$ cat src/clk_gen_ctrl_pkg.sv
// constants, field layouts and encodings of the clock generator control registers
// Operation
// - aux one gated when cmos, bit set, ref bad
// - aux one runs if not clock or bit clear
// - aux zero gated when cmos, bit set, ref bad
// - aux zero runs if not clock or bit clear
// - six margin delay enables, reset zero
// - margin only when divide value exceeds eight
// - secondary detect method field, reset one
package clk_gen_ctrl_pkg;

   // ---------------------------------------------------------------
   // register offsets
   // ---------------------------------------------------------------
   localparam logic [7:0] AUX_OUTPUT_GATE_CTRL_OFS = 8'h17;
   localparam logic [7:0] DIVIDER_MARGIN_DELAY_CTRL_OFS = 8'h18;
   localparam logic [7:0] REF_DETECT_CTRL_OFS = 8'h19;

   // ---------------------------------------------------------------
   // field positions
   // ---------------------------------------------------------------
   localparam int AUX1_GATE_POS = 1;
   localparam int AUX0_GATE_POS = 0;
   localparam int MARGIN_LSB = 0;
   localparam int MARGIN_W = 6;
   localparam int REF2_METHOD_LSB = 6;
   localparam int REF2_METHOD_W = 2;

   // ---------------------------------------------------------------
   // values after reset
   // ---------------------------------------------------------------
   localparam logic AUX1_GATE_RST = 1'b1;
   localparam logic AUX0_GATE_RST = 1'b0;
   localparam logic [5:0] MARGIN_EN_RST = 6'h00;
   localparam logic [1:0] REF2_METHOD_RST = 2'h1;

   // margining needs a divide value above this
   localparam int MARGIN_MIN_DIVIDE = 8;

   // ---------------------------------------------------------------
   // energy detection method encoding
   // ---------------------------------------------------------------
   typedef enum logic [1:0]
   {
      DET_RISE_SLEW = 2'h0,
      DET_BOTH_SLEW = 2'h1,
      DET_FALL_SLEW = 2'h2,
      DET_LEVEL = 2'h3
   } detect_method_e;

endpackage

$ cat src/aux_output_gate.sv
// run/stop decision for one auxiliary status output
`timescale 1ns/1ps
module aux_output_gate
   import clk_gen_ctrl_pkg::*;
(
   // clock and reset
   input wire logic clk,
   input wire logic nrst,
   // control
   input wire logic carries_cmos_clk,
   input wire logic gate_en,
   input wire logic ref_valid,
   // result
   output logic run
);

   logic stop;

   // no memory of the stop: a valid reference resumes the output at the next clock edge
   assign stop = carries_cmos_clk && gate_en && !ref_valid;

   always_ff @(posedge clk or negedge nrst)
   begin
      if (!nrst)
         run <= 1'b1;
      else
         run <= !stop;
   end

endmodule // aux_output_gate

$ cat src/clk_gen_ctrl_regs.sv
// register bank for aux output gating, divider margin delay and reference detect method
`timescale 1ns/1ps
module clk_gen_ctrl_regs
   import clk_gen_ctrl_pkg::*;
#(
   parameter int DIV_W = 8
)
(
   // clock and reset
   input wire logic CLK,
   input wire logic NRST,
   // register port
   input wire logic [7:0] ADDR,
   input wire logic [7:0] WDATA,
   input wire logic WR,
   input wire logic RD,
   output logic [7:0] RDATA,
   // nonvolatile image load
   input wire logic NVM_LOAD,
   input wire logic [7:0] NVM_AUX_GATE,
   input wire logic [7:0] NVM_MARGIN,
   input wire logic [7:0] NVM_REF_DETECT,
   // reference status, asynchronous
   input wire logic REF_VALID,
   // aux output configuration
   input wire logic AUX1_CMOS_CLK,
   input wire logic AUX0_CMOS_CLK,
   // divider values, channel groups 7,6,5,4,23,01 from msb
   input wire logic [MARGIN_W*DIV_W-1:0] DIV_VALUE,
   // aux output run controls
   output logic AUX1_RUN,
   output logic AUX0_RUN,
   // margin delay enables to the dividers
   output logic [MARGIN_W-1:0] MARGIN_DELAY_ACTIVE,
   // secondary input detector selects
   output logic REF2_RISE_DET_EN,
   output logic REF2_FALL_DET_EN,
   output logic REF2_LEVEL_DET_EN
);

   // ---------------------------------------------------------------
   // parameter check
   // ---------------------------------------------------------------
   if (DIV_W < 4)
   begin : g_bad_width
      $error("DIV_W too narrow to compare against the margin threshold");
   end

   // ---------------------------------------------------------------
   // helpers
   // ---------------------------------------------------------------
   function automatic logic div_allows_margin(input logic [DIV_W-1:0] div);
      div_allows_margin = div > DIV_W'(MARGIN_MIN_DIVIDE);
   endfunction

   // ---------------------------------------------------------------
   // register state
   // ---------------------------------------------------------------
   logic aux1_gate_on_bad_ref_reg;
   logic aux0_gate_on_bad_ref_reg;
   logic [MARGIN_W-1:0] margin_en_reg;
   detect_method_e ref2_energy_detect_method_reg;
   logic [7:0] rdata_reg;
   logic [7:0] rdata_next;

   // ---------------------------------------------------------------
   // address decode
   // ---------------------------------------------------------------
   wire sel_gate = ADDR == AUX_OUTPUT_GATE_CTRL_OFS;
   wire sel_margin = ADDR == DIVIDER_MARGIN_DELAY_CTRL_OFS;
   wire sel_detect = ADDR == REF_DETECT_CTRL_OFS;
   wire wr_gate = WR && sel_gate;
   wire wr_margin = WR && sel_margin;
   wire wr_detect = WR && sel_detect;

   wire [7:0] gate_view = {6'h00, aux1_gate_on_bad_ref_reg, aux0_gate_on_bad_ref_reg};
   wire [7:0] margin_view = {2'h0, margin_en_reg};
   wire [7:0] detect_view = {ref2_energy_detect_method_reg, 6'h00};

   // unmapped addresses and reserved bits read as zero
   assign rdata_next = !RD ? 8'h00 :
                       sel_gate ? gate_view :
                       sel_margin ? margin_view :
                       sel_detect ? detect_view : 8'h00;

   // ---------------------------------------------------------------
   // writable fields
   // ---------------------------------------------------------------
   // a write in the load cycle wins: software acted last
   always_ff @(posedge CLK or negedge NRST)
   begin
      if (!NRST)
      begin
         aux1_gate_on_bad_ref_reg <= AUX1_GATE_RST;
         aux0_gate_on_bad_ref_reg <= AUX0_GATE_RST;
      end
      else if (wr_gate)
      begin
         aux1_gate_on_bad_ref_reg <= WDATA[AUX1_GATE_POS];
         aux0_gate_on_bad_ref_reg <= WDATA[AUX0_GATE_POS];
      end
      else if (NVM_LOAD)
      begin
         aux1_gate_on_bad_ref_reg <= NVM_AUX_GATE[AUX1_GATE_POS];
         aux0_gate_on_bad_ref_reg <= NVM_AUX_GATE[AUX0_GATE_POS];
      end
   end

   always_ff @(posedge CLK or negedge NRST)
   begin
      if (!NRST)
         margin_en_reg <= MARGIN_EN_RST;
      else if (wr_margin)
         margin_en_reg <= WDATA[MARGIN_LSB +: MARGIN_W];
      else if (NVM_LOAD)
         margin_en_reg <= NVM_MARGIN[MARGIN_LSB +: MARGIN_W];
   end

   always_ff @(posedge CLK or negedge NRST)
   begin
      if (!NRST)
         ref2_energy_detect_method_reg <= detect_method_e'(REF2_METHOD_RST);
      else if (wr_detect)
         ref2_energy_detect_method_reg <= detect_method_e'(WDATA[REF2_METHOD_LSB +: REF2_METHOD_W]);
      else if (NVM_LOAD)
         ref2_energy_detect_method_reg <= detect_method_e'(NVM_REF_DETECT[REF2_METHOD_LSB +: REF2_METHOD_W]);
   end

   // read data stands for exactly the cycle after the strobe
   always_ff @(posedge CLK or negedge NRST)
   begin
      if (!NRST)
         rdata_reg <= 8'h00;
      else
         rdata_reg <= rdata_next;
   end

   assign RDATA = rdata_reg;

   // ---------------------------------------------------------------
   // reference valid synchroniser and filter
   // ---------------------------------------------------------------
   logic ref_s1_reg;
   logic ref_s2_reg;
   logic ref_s3_reg;
   logic ref_valid_reg;

   // holding through disagreement hides one-cycle glitches at the cost of a cycle of latency
   always_ff @(posedge CLK or negedge NRST)
   begin
      if (!NRST)
      begin
         ref_s1_reg <= 1'b0;
         ref_s2_reg <= 1'b0;
         ref_s3_reg <= 1'b0;
         ref_valid_reg <= 1'b0;
      end
      else
      begin
         ref_s1_reg <= REF_VALID;
         ref_s2_reg <= ref_s1_reg;
         ref_s3_reg <= ref_s2_reg;
         if (ref_s2_reg == ref_s3_reg)
            ref_valid_reg <= ref_s3_reg;
      end
   end

   // ---------------------------------------------------------------
   // aux output gating
   // ---------------------------------------------------------------
   aux_output_gate u_aux1_gate
   (
      .clk(CLK),
      .nrst(NRST),
      .carries_cmos_clk(AUX1_CMOS_CLK),
      .gate_en(aux1_gate_on_bad_ref_reg),
      .ref_valid(ref_valid_reg),
      .run(AUX1_RUN)
   );

   aux_output_gate u_aux0_gate
   (
      .clk(CLK),
      .nrst(NRST),
      .carries_cmos_clk(AUX0_CMOS_CLK),
      .gate_en(aux0_gate_on_bad_ref_reg),
      .ref_valid(ref_valid_reg),
      .run(AUX0_RUN)
   );

   // ---------------------------------------------------------------
   // divider margin delay qualification
   // ---------------------------------------------------------------
   wire [MARGIN_W-1:0] margin_ok;
   logic [MARGIN_W-1:0] margin_active_reg;

   for (genvar g = 0; g < MARGIN_W; g++)
   begin : g_margin
      assign margin_ok[g] = margin_en_reg[g] && div_allows_margin(DIV_VALUE[g*DIV_W +: DIV_W]);
   end

   always_ff @(posedge CLK or negedge NRST)
   begin
      if (!NRST)
         margin_active_reg <= MARGIN_EN_RST;
      else
         margin_active_reg <= margin_ok;
   end

   assign MARGIN_DELAY_ACTIVE = margin_active_reg;

   // ---------------------------------------------------------------
   // secondary input detector selection
   // ---------------------------------------------------------------
   logic rise_reg;
   logic fall_reg;
   logic level_reg;
   wire is_rise = ref2_energy_detect_method_reg == DET_RISE_SLEW;
   wire is_both = ref2_energy_detect_method_reg == DET_BOTH_SLEW;
   wire is_fall = ref2_energy_detect_method_reg == DET_FALL_SLEW;
   wire is_level = ref2_energy_detect_method_reg == DET_LEVEL;

   always_ff @(posedge CLK or negedge NRST)
   begin
      if (!NRST)
      begin
         rise_reg <= 1'b1;
         fall_reg <= 1'b1;
         level_reg <= 1'b0;
      end
      else
      begin
         rise_reg <= is_rise || is_both;
         fall_reg <= is_fall || is_both;
         level_reg <= is_level;
      end
   end

   assign REF2_RISE_DET_EN = rise_reg;
   assign REF2_FALL_DET_EN = fall_reg;
   assign REF2_LEVEL_DET_EN = level_reg;

endmodule // clk_gen_ctrl_regs

$ cat config.mk
export PLATFORM = sky130hd
export DESIGN_NAME = clk_gen_ctrl_regs
export DESIGN_NICKNAME = d
export VERILOG_FILES = /design/src/clk_gen_ctrl_pkg.sv /design/src/aux_output_gate.sv /design/src/clk_gen_ctrl_regs.sv
export SDC_FILE = /design/constraint.sdc
export NUM_CORES = 1
export LEC_CHECK = 0
export BUFFER_PORTS_ARGS = -buffer_cell sky130_fd_sc_hd__buf_2
export CAP_MARGIN = 20
export CORE_MARGIN = 2
export CORE_UTILIZATION = 38
export DETAILED_ROUTE_END_ITERATION = 10
export GPL_TIMING_DRIVEN = 0
export PLACE_DENSITY = 0.9
export SETUP_SLACK_MARGIN = 0.05
export SYNTH_ARGS = -nofsm -noshare
export SYNTH_HDL_FRONTEND = slang
export SYNTH_SLANG_ARGS = --single-unit
$ cat constraint.sdc
create_clock -name CLK -period 1.5 [get_ports CLK]
set_clock_uncertainty 0.2 [all_clocks]
set_input_delay 0.075 -clock CLK [delete_from_list [all_inputs] [get_ports CLK]]
set_output_delay 0.075 -clock CLK [all_outputs]
set_load 0.05 [all_outputs]
==> results by group, run 1 <==
Floorplan
  – # IOs: around 120
  – Core area: between 3000 and 4000 um^2
  – Std cell rows: 22
  – Die Outline Area: approximately 4200 um^2
  – Starting Density: between 30% and 40%
  – Chip Height: approximately 65 um
  – Die W: between 60 and 70 um

Global routing
  – Largest net degree at the start of global routing: 34
  – GRT Residual Overflow: 0
  – Most Crowded Layer GR: met2
  – Vias in the first global route: between 1500 and 2000
  – Gr usage total: 24.2%
  – Met2 Track Usage GR: between 40 and 50%
  – Grt met3 use: 5.90%
  – Initial antenna violation count: 0
  – First-pass GRT wire length: 7400 um
  – GRT met1 Usage: between 20% and 30%

Routing
  – Antenna viol nets, final: 0
  – Final wirelength: approximately 4900 um
  – Starting DRC count in detailed routing: 90
  – DR DRC count: 0
  – Routed via count: between 1500 and 2000
  – Via/cell ratio: approximately 4.8
  – Drt pass-1 iters: 4
  – Wire length per cell: about 15 um

Cells and area
  – Max FFs per register: 8
  – Area Growth Syn to Fin: 95.6%
  – NumNets Final: approximately 380
  – Area of the multi-input gates: 571 um^2
  – Register area: 833 um^2
  – Fin cells: 327
  – Layout cell share with drive strength beyond 1: between 40 and 50%
  – Diode count: 0
  – Fillers: 238
  – Fin util: between 70% and 80%

Min path
  – Worst Hold Path EP: margin_en_reg[4]
  – Hold Path Depth: 3
  – Hold Crit Start: NVM_LOAD
  – Worst hold path type: in -> reg

Worst setup path
  – Worst setup EP type: output pin
  – R2R cell count: 3
  – CP Max Fanout: 1
  – CP delay by family, top: flip-flops
  – CP max stage cell: dfstp_2
  – Stages on worst setup path: 1
  – Crit path largest cell delay: roughly 0.53 ns
  – CP Class: reg -> out
  – Worst r2r dst: REF2_RISE_DET_EN
  – Reg2reg setup slack: 0.18 ns
  – Crit start category: flop
  – Buffers & Inverters on Critical Path: 1
  – FF-to-FF Start: ref2_energy_detect_method_reg[0]
  – Critical path data arrival time: approximately 1.1 ns
  – Critical Path RT: about 1.2 ns
  – Cells along the critical path: buf_2

Pwr
  – Pwr Total: around 2.2 mW
  – PwrDens: around 780 nW/um^2
  – Worst VDD drop: between 0.5 and 0.6 mV
  – Leak: 1.36 nW

Synthesis
  – Synth cell count leaders: dfrtp_1, mux2_2
  – Most frequent cell after synthesis: dfrtp_1
  – Synth cell types: 25
  – Cells after synthesis: 100
  – Ranking of synthesized cells by area: dfrtp_1, mux2_2, dfstp_2, a21boi_0, o31ai_1
  – Synthesized net count: ~200
  – Synth Cell Area: approximately 1400 um^2
  – Predominant post-synthesis flop cell: dfrtp_1
  – Sequential area share after synthesis: about three fifths
  – Synth top area share: between 40 and 50%
  – Post-synthesis async set-or-reset flop share: 100%
  – Synth Register Bits: 33
  – Post-synth EDFFs: 0
  – Synth area leader: dfrtp_1
  – Yosys warnings: 0
  – Avg Cell Area, Syn: roughly 14 um^2

Timing
  – Final Hold Viols: 0
  – Final setup viols: 0
  – Fmax: between 700 and 800 MHz
  – Unrepaired setup endpoints after global routing: false
  – Final Cycle Share: between 80% and 90%
  – Setup TNS: 0 ns
  – Slew HR: 53.6%
  – Fin crit period: 1.33 ns
  – Min setup slack post-route: between 0.15 and 0.2 ns
  – Worst Tran Pin Value: roughly 0.70 ns
  – Max-slew violation count: 0

Run status
  – Status: finished, final reports clean

Clocking
  – Sink Count: 33
  – H-tree Lvls: 2
  – Clock-pin slew on the worst setup and hold paths: 0.07 ns
  – Cts bufs inserted: 5
  – Deepest clock path buffer count: 2
  – Root buffer cell: clkbuf_8
  – Clk_lat worst skew: around 0.28 ns
  – TritonCTS clock tree: done

Place
  – GPL Wtd Cong: around 0.74
  – IO Port Bufs: 100
  – Hpwl dp: about 2700 um
  – Post-Place Setup Slack: -0.0314 ns
  – Placed Instances: ~250

Job
  – # Max-Cap Violations: 0
-- how the worst max path moves through the flow --
stage | slack [ns] | endpoint | from
2_1_floorplan | 0.18 | aux0_gate_on_bad_ref_reg | ADDR[5]
5_1_grt | 0.14 | AUX1_RUN | u_aux1_gate.run
4_1_cts | 0.16 | AUX1_RUN | u_aux1_gate.run
6_report | 0.17 | AUX1_RUN | u_aux1_gate.run
3_3_place_gp | -0.006 | aux0_gate_on_bad_ref_reg | ADDR[5]
3_5_place_dp | -0.03 | aux0_gate_on_bad_ref_reg | ADDR[5]
-- logic make-up after synthesis --
group | after synthesis | synth area share [%]
adder cells (fa/ha/maj) | 4 | 3.36
buffers and inverters | 3 | 0.883
flip-flops | 33 | 58.8
AO/OA/AOI/OAI | 16 | 8.48
AND/OR/NAND/NOR | 26 | 14.1
multiplexers | 18 | 14.3
-- report_power, final --
part           switching (mW)  internal, mW  total (mW)
Clock                   0.296         0.321       0.617
Sequential             0.0315         0.968        1.00
Combinational           0.257         0.285       0.542
-- layout by cell type (no fill, tap or decap) --
cell,instances
dfrtp_1,27
nor4b_4,1
dfstp_2,6
dlygate4sd3_1,71
mux2_2,18
and3b_1,1
a21boi_0,6
a32o_1,2
inv_1,2
clkinv_2,2
nand4_1,1
and3_2,2
nand3b_1,2
o31ai_1,6
ha_1,3
and3_1,2
nor4b_2,1
nor4_1,6
clkbuf_8,5
clkbuf_1,1
and4_2,1
maj3_1,1
and2_1,4
o21ai_0,2
nand2_1,2
buf_2,101
nand3_2,1
or2_2,1
nor3b_1,1
-- through the flow --
| step | cell area, um^2 | hold WS [ns] |
|---|---|---|
| global route | 2770 | 0.0149 |
| global placement | 1980 | -0.0330 |
| finish | 2770 | 0.0236 |
| CTS | 2770 | 0.000961 |
| detailed placement | 1980 | -0.0309 |
| floorplan | 1420 | -0.421 |
-- per-layer routing --
layer / wire length, um / up-vias
met1: 1460 / 717
met4: 333 / 0
met5: 0 / -
met3: 327 / 36
met2: 2800 / 93
li1: - / 733
-- layout make-up --
type                       count  share of cell area [%]
timing repair buffer         171                    43.7
sequential                    33                    30.1
multi-input combinational     64                    20.6
clock buffer                   6                    2.62
tap                           48                    2.17
clock inverter                 2                   0.361
inverter                       2                   0.271
buffer                         1                   0.181
-- timing repair --
action                                 4_1_cts  5_1_grt
hold buffers                                71        0
endpoints found under the hold margin       48        0
resized for setup                            0        0
buffers inserted                             0        0
Power figures use the tool's default switching activity.
==> run 2: changes to the inputs <==
--- a/config.mk
+++ b/config.mk
@@ -7,11 +7,13 @@
 export LEC_CHECK = 0
 export BUFFER_PORTS_ARGS = -buffer_cell sky130_fd_sc_hd__buf_2
 export CAP_MARGIN = 20
+export CELL_PAD_IN_SITES_DETAIL_PLACEMENT = 1
+export CELL_PAD_IN_SITES_GLOBAL_PLACEMENT = 2
 export CORE_MARGIN = 2
-export CORE_UTILIZATION = 38
+export CORE_UTILIZATION = 22
 export DETAILED_ROUTE_END_ITERATION = 10
 export GPL_TIMING_DRIVEN = 0
-export PLACE_DENSITY = 0.9
+export PLACE_DENSITY = 0.91
 export SETUP_SLACK_MARGIN = 0.05
 export SYNTH_ARGS = -nofsm -noshare
 export SYNTH_HDL_FRONTEND = slang
==> run 2 against run 1 <==
  * Register-to-register slack about the same
  * Via count down 1.5%
  * Sequential cell count unchanged
  * Critical path depth up 3
  * Largest cell class unchanged
==> results by group, run 2 (synthesis results as in run 1) <==
Floorplan
  – Core area: about 6300 um^2
  – Starting Density: around 23%
  – Die W: 84.2 um
  – # IOs: 115
  – Die Outline Area: 7100 um^2
  – Chip Height: about 84 um
  – Std cell rows: 29

Worst setup path
  – Critical Path Start: NVM_LOAD
  – FF-to-FF Start: ref2_energy_detect_method_reg[0]
  – Critical path data arrival time: roughly 1.4 ns
  – Buffers & Inverters on Critical Path: 2
  – Crit start category: input pin
  – Worst r2r dst: REF2_RISE_DET_EN
  – Worst setup EP type: flop
  – Reg2reg setup slack: 0.17 ns
  – CP Class: in -> reg
  – Crit path largest cell delay: 0.59 ns
  – CP max stage cell: dlygate4sd3_1
  – R2R cell count: 3
  – Top cell by count, worst path: mux2_2
  – Cells along the critical path: buf_2 > dlygate4sd3_1 > mux2_2 > mux2_2
  – Critical Path RT: ~1.5 ns
  – CP Max Fanout: 2
  – CP delay by family, top: buffers and inverters

Clocking
  – Clk_lat worst skew: between 0.2 and 0.3 ns
  – Deepest clock path buffer count: 2
  – Clock-pin slew on the worst setup and hold paths: roughly 0.070 ns
  – TritonCTS clock tree: done
  – H-tree Lvls: 2
  – Cts bufs inserted: 5
  – Root buffer cell: clkbuf_8
  – Sink Count: 33

Cells and area
  – Fillers: 700
  – Layout Cell Area excl Fill: around 2800 um^2
  – Commonest non-fill, non-tap cell in the layout: buf_2
  – Area Growth Syn to Fin: 101%
  – Layout cell share with drive strength beyond 1: 49.8%
  – Diode count: 0
  – NumNets Final: roughly 380
  – Commonest non-fill, non-tap cells in the layout: buf_2, dlygate4sd3_1, dfrtp_1
  – Max FFs per register: 8

Min path
  – Hold Crit Start: WR
  – Hold Path Depth: 3
  – Worst hold path type: in -> reg
  – Worst Hold Path EP: ref2_energy_detect_method_reg[1]

Global routing
  – Gr usage total: 16.8%
  – GRT Residual Overflow: 0
  – Vias in the first global route: ~1800
  – Largest net degree at the start of global routing: 34
  – Initial antenna violation count: 0
  – First-pass GRT wire length: between 9000 and 10000 um

Timing
  – Slew HR: roughly 50%
  – Max-slew violation count: 0
  – Final Hold Viols: 0
  – Worst Tran Pin Value: approximately 0.76 ns
  – Unrepaired setup endpoints after global routing: false
  – Fmax: between 700 and 800 MHz
  – Fin crit period: roughly 1.4 ns
  – Min setup slack post-route: between 0.1 and 0.15 ns
  – Final Cycle Share: between 90% and 100%
  – Final setup viols: 0

Place
  – Placed cell area: 2010 um^2
  – IO Port Bufs: 100
  – Hpwl dp: approximately 3200 um
  – Post-Place Setup Slack: -0.0388 ns
  – GPL Wtd Cong: 0.669

Routing
  – Routed via count: 1555
  – Starting DRC count in detailed routing: 21
  – Drt pass-1 iters: 4
  – Wire length per cell: around 16 um
  – Final wirelength: ~5600 um
  – DR DRC count: 0
  – Via/cell ratio: 4.34
  – Antenna viol nets, final: 0

Job
  – # Max-Cap Violations: 0

Pwr
  – Leak: about 1.4 nW
  – Worst VDD drop: 0.301 mV
  – PwrDens: 803 nW/um^2

Run status
  – Status: finished, final reports clean
[run 2: changes by cell type in the layout (fill, tap and decap cells not counted)]
cell	delta
dlygate4sd3_1	+2
clkbuf_8	+2
clkinv_2	-1
clkbuf_1	-1
[run 2: area by class of cell]
| class | instances | area (um^2) | area share [%] |
|---|---|---|---|
| clock inverter | 1 | 5.00 | 0.176 |
| clock buffer | 7 | 96.3 | 3.39 |
| buffer | 1 | 5.00 | 0.176 |
| timing repair buffer | 173 | 1230 | 43.3 |
| inverter | 2 | 7.51 | 0.264 |
| sequential | 33 | 833 | 29.3 |
| tap | 77 | 96.3 | 3.39 |
| multi-input combinational | 64 | 571 | 20.1 |
[run 2: worst max-delay path by stage]
stage	end	cells after the start
2_1_floorplan	aux0_gate_on_bad_ref_reg	3
3_3_place_gp	aux0_gate_on_bad_ref_reg	4
3_5_place_dp	margin_en_reg[1]	4
4_1_cts	AUX1_RUN	1
5_1_grt	margin_en_reg[4]	4
6_report	margin_en_reg[4]	4
[run 2: power breakdown]
part	switching [mW]	internal [mW]
Clock	0.324	0.415
Combinational	0.260	0.289
Sequential	0.0304	0.968
Total	0.615	1.67
[run 2: routing by layer]
metal / wire [um] / GRT usage [%] / part of all wire (%)
met5: 0 / 0 / 0
met4: 122 / 5.72 / 2.2
met3: 326 / 4.42 / 5.8
met2: 3160 / 32.7 / 56
met1: 2020 / 17.0 / 36
[run 2: worst min-delay path, delay by kind of cell]
| family | cells | cell delay (ns) |
|---|---|---|
| buffers and inverters | 1 | 0.12 |
| multiplexers | 1 | 0.16 |
| AND/OR/NAND/NOR | 1 | 0.13 |
[run 2: metrics by stage]
| stage | util, % | total power [mW] | instances | hold WS (ns) | setup TNS [ns] |
|---|---|---|---|---|---|
| 6_report | 45.3 | 2.29 | 358 | 0.0240 | 0 |
| 2_1_floorplan | - | 1.22 | 100 | -0.421 | 0 |
| 3_3_place_gp | 32.1 | 1.40 | 277 | -0.0210 | -0.0325 |
| 5_1_grt | 45.3 | 2.42 | 358 | 0.00729 | 0 |
| 4_1_cts | 45.3 | 2.31 | 358 | 0.0121 | 0 |
| 3_5_place_dp | 32.1 | 1.41 | 277 | -0.0149 | -0.235 |
[run 2: what timing repair did]
item	CTS	global route
endpoints found under the hold margin	48	0
gates resized for setup	0	0
hold buffers	73	0
buffers inserted	0	0
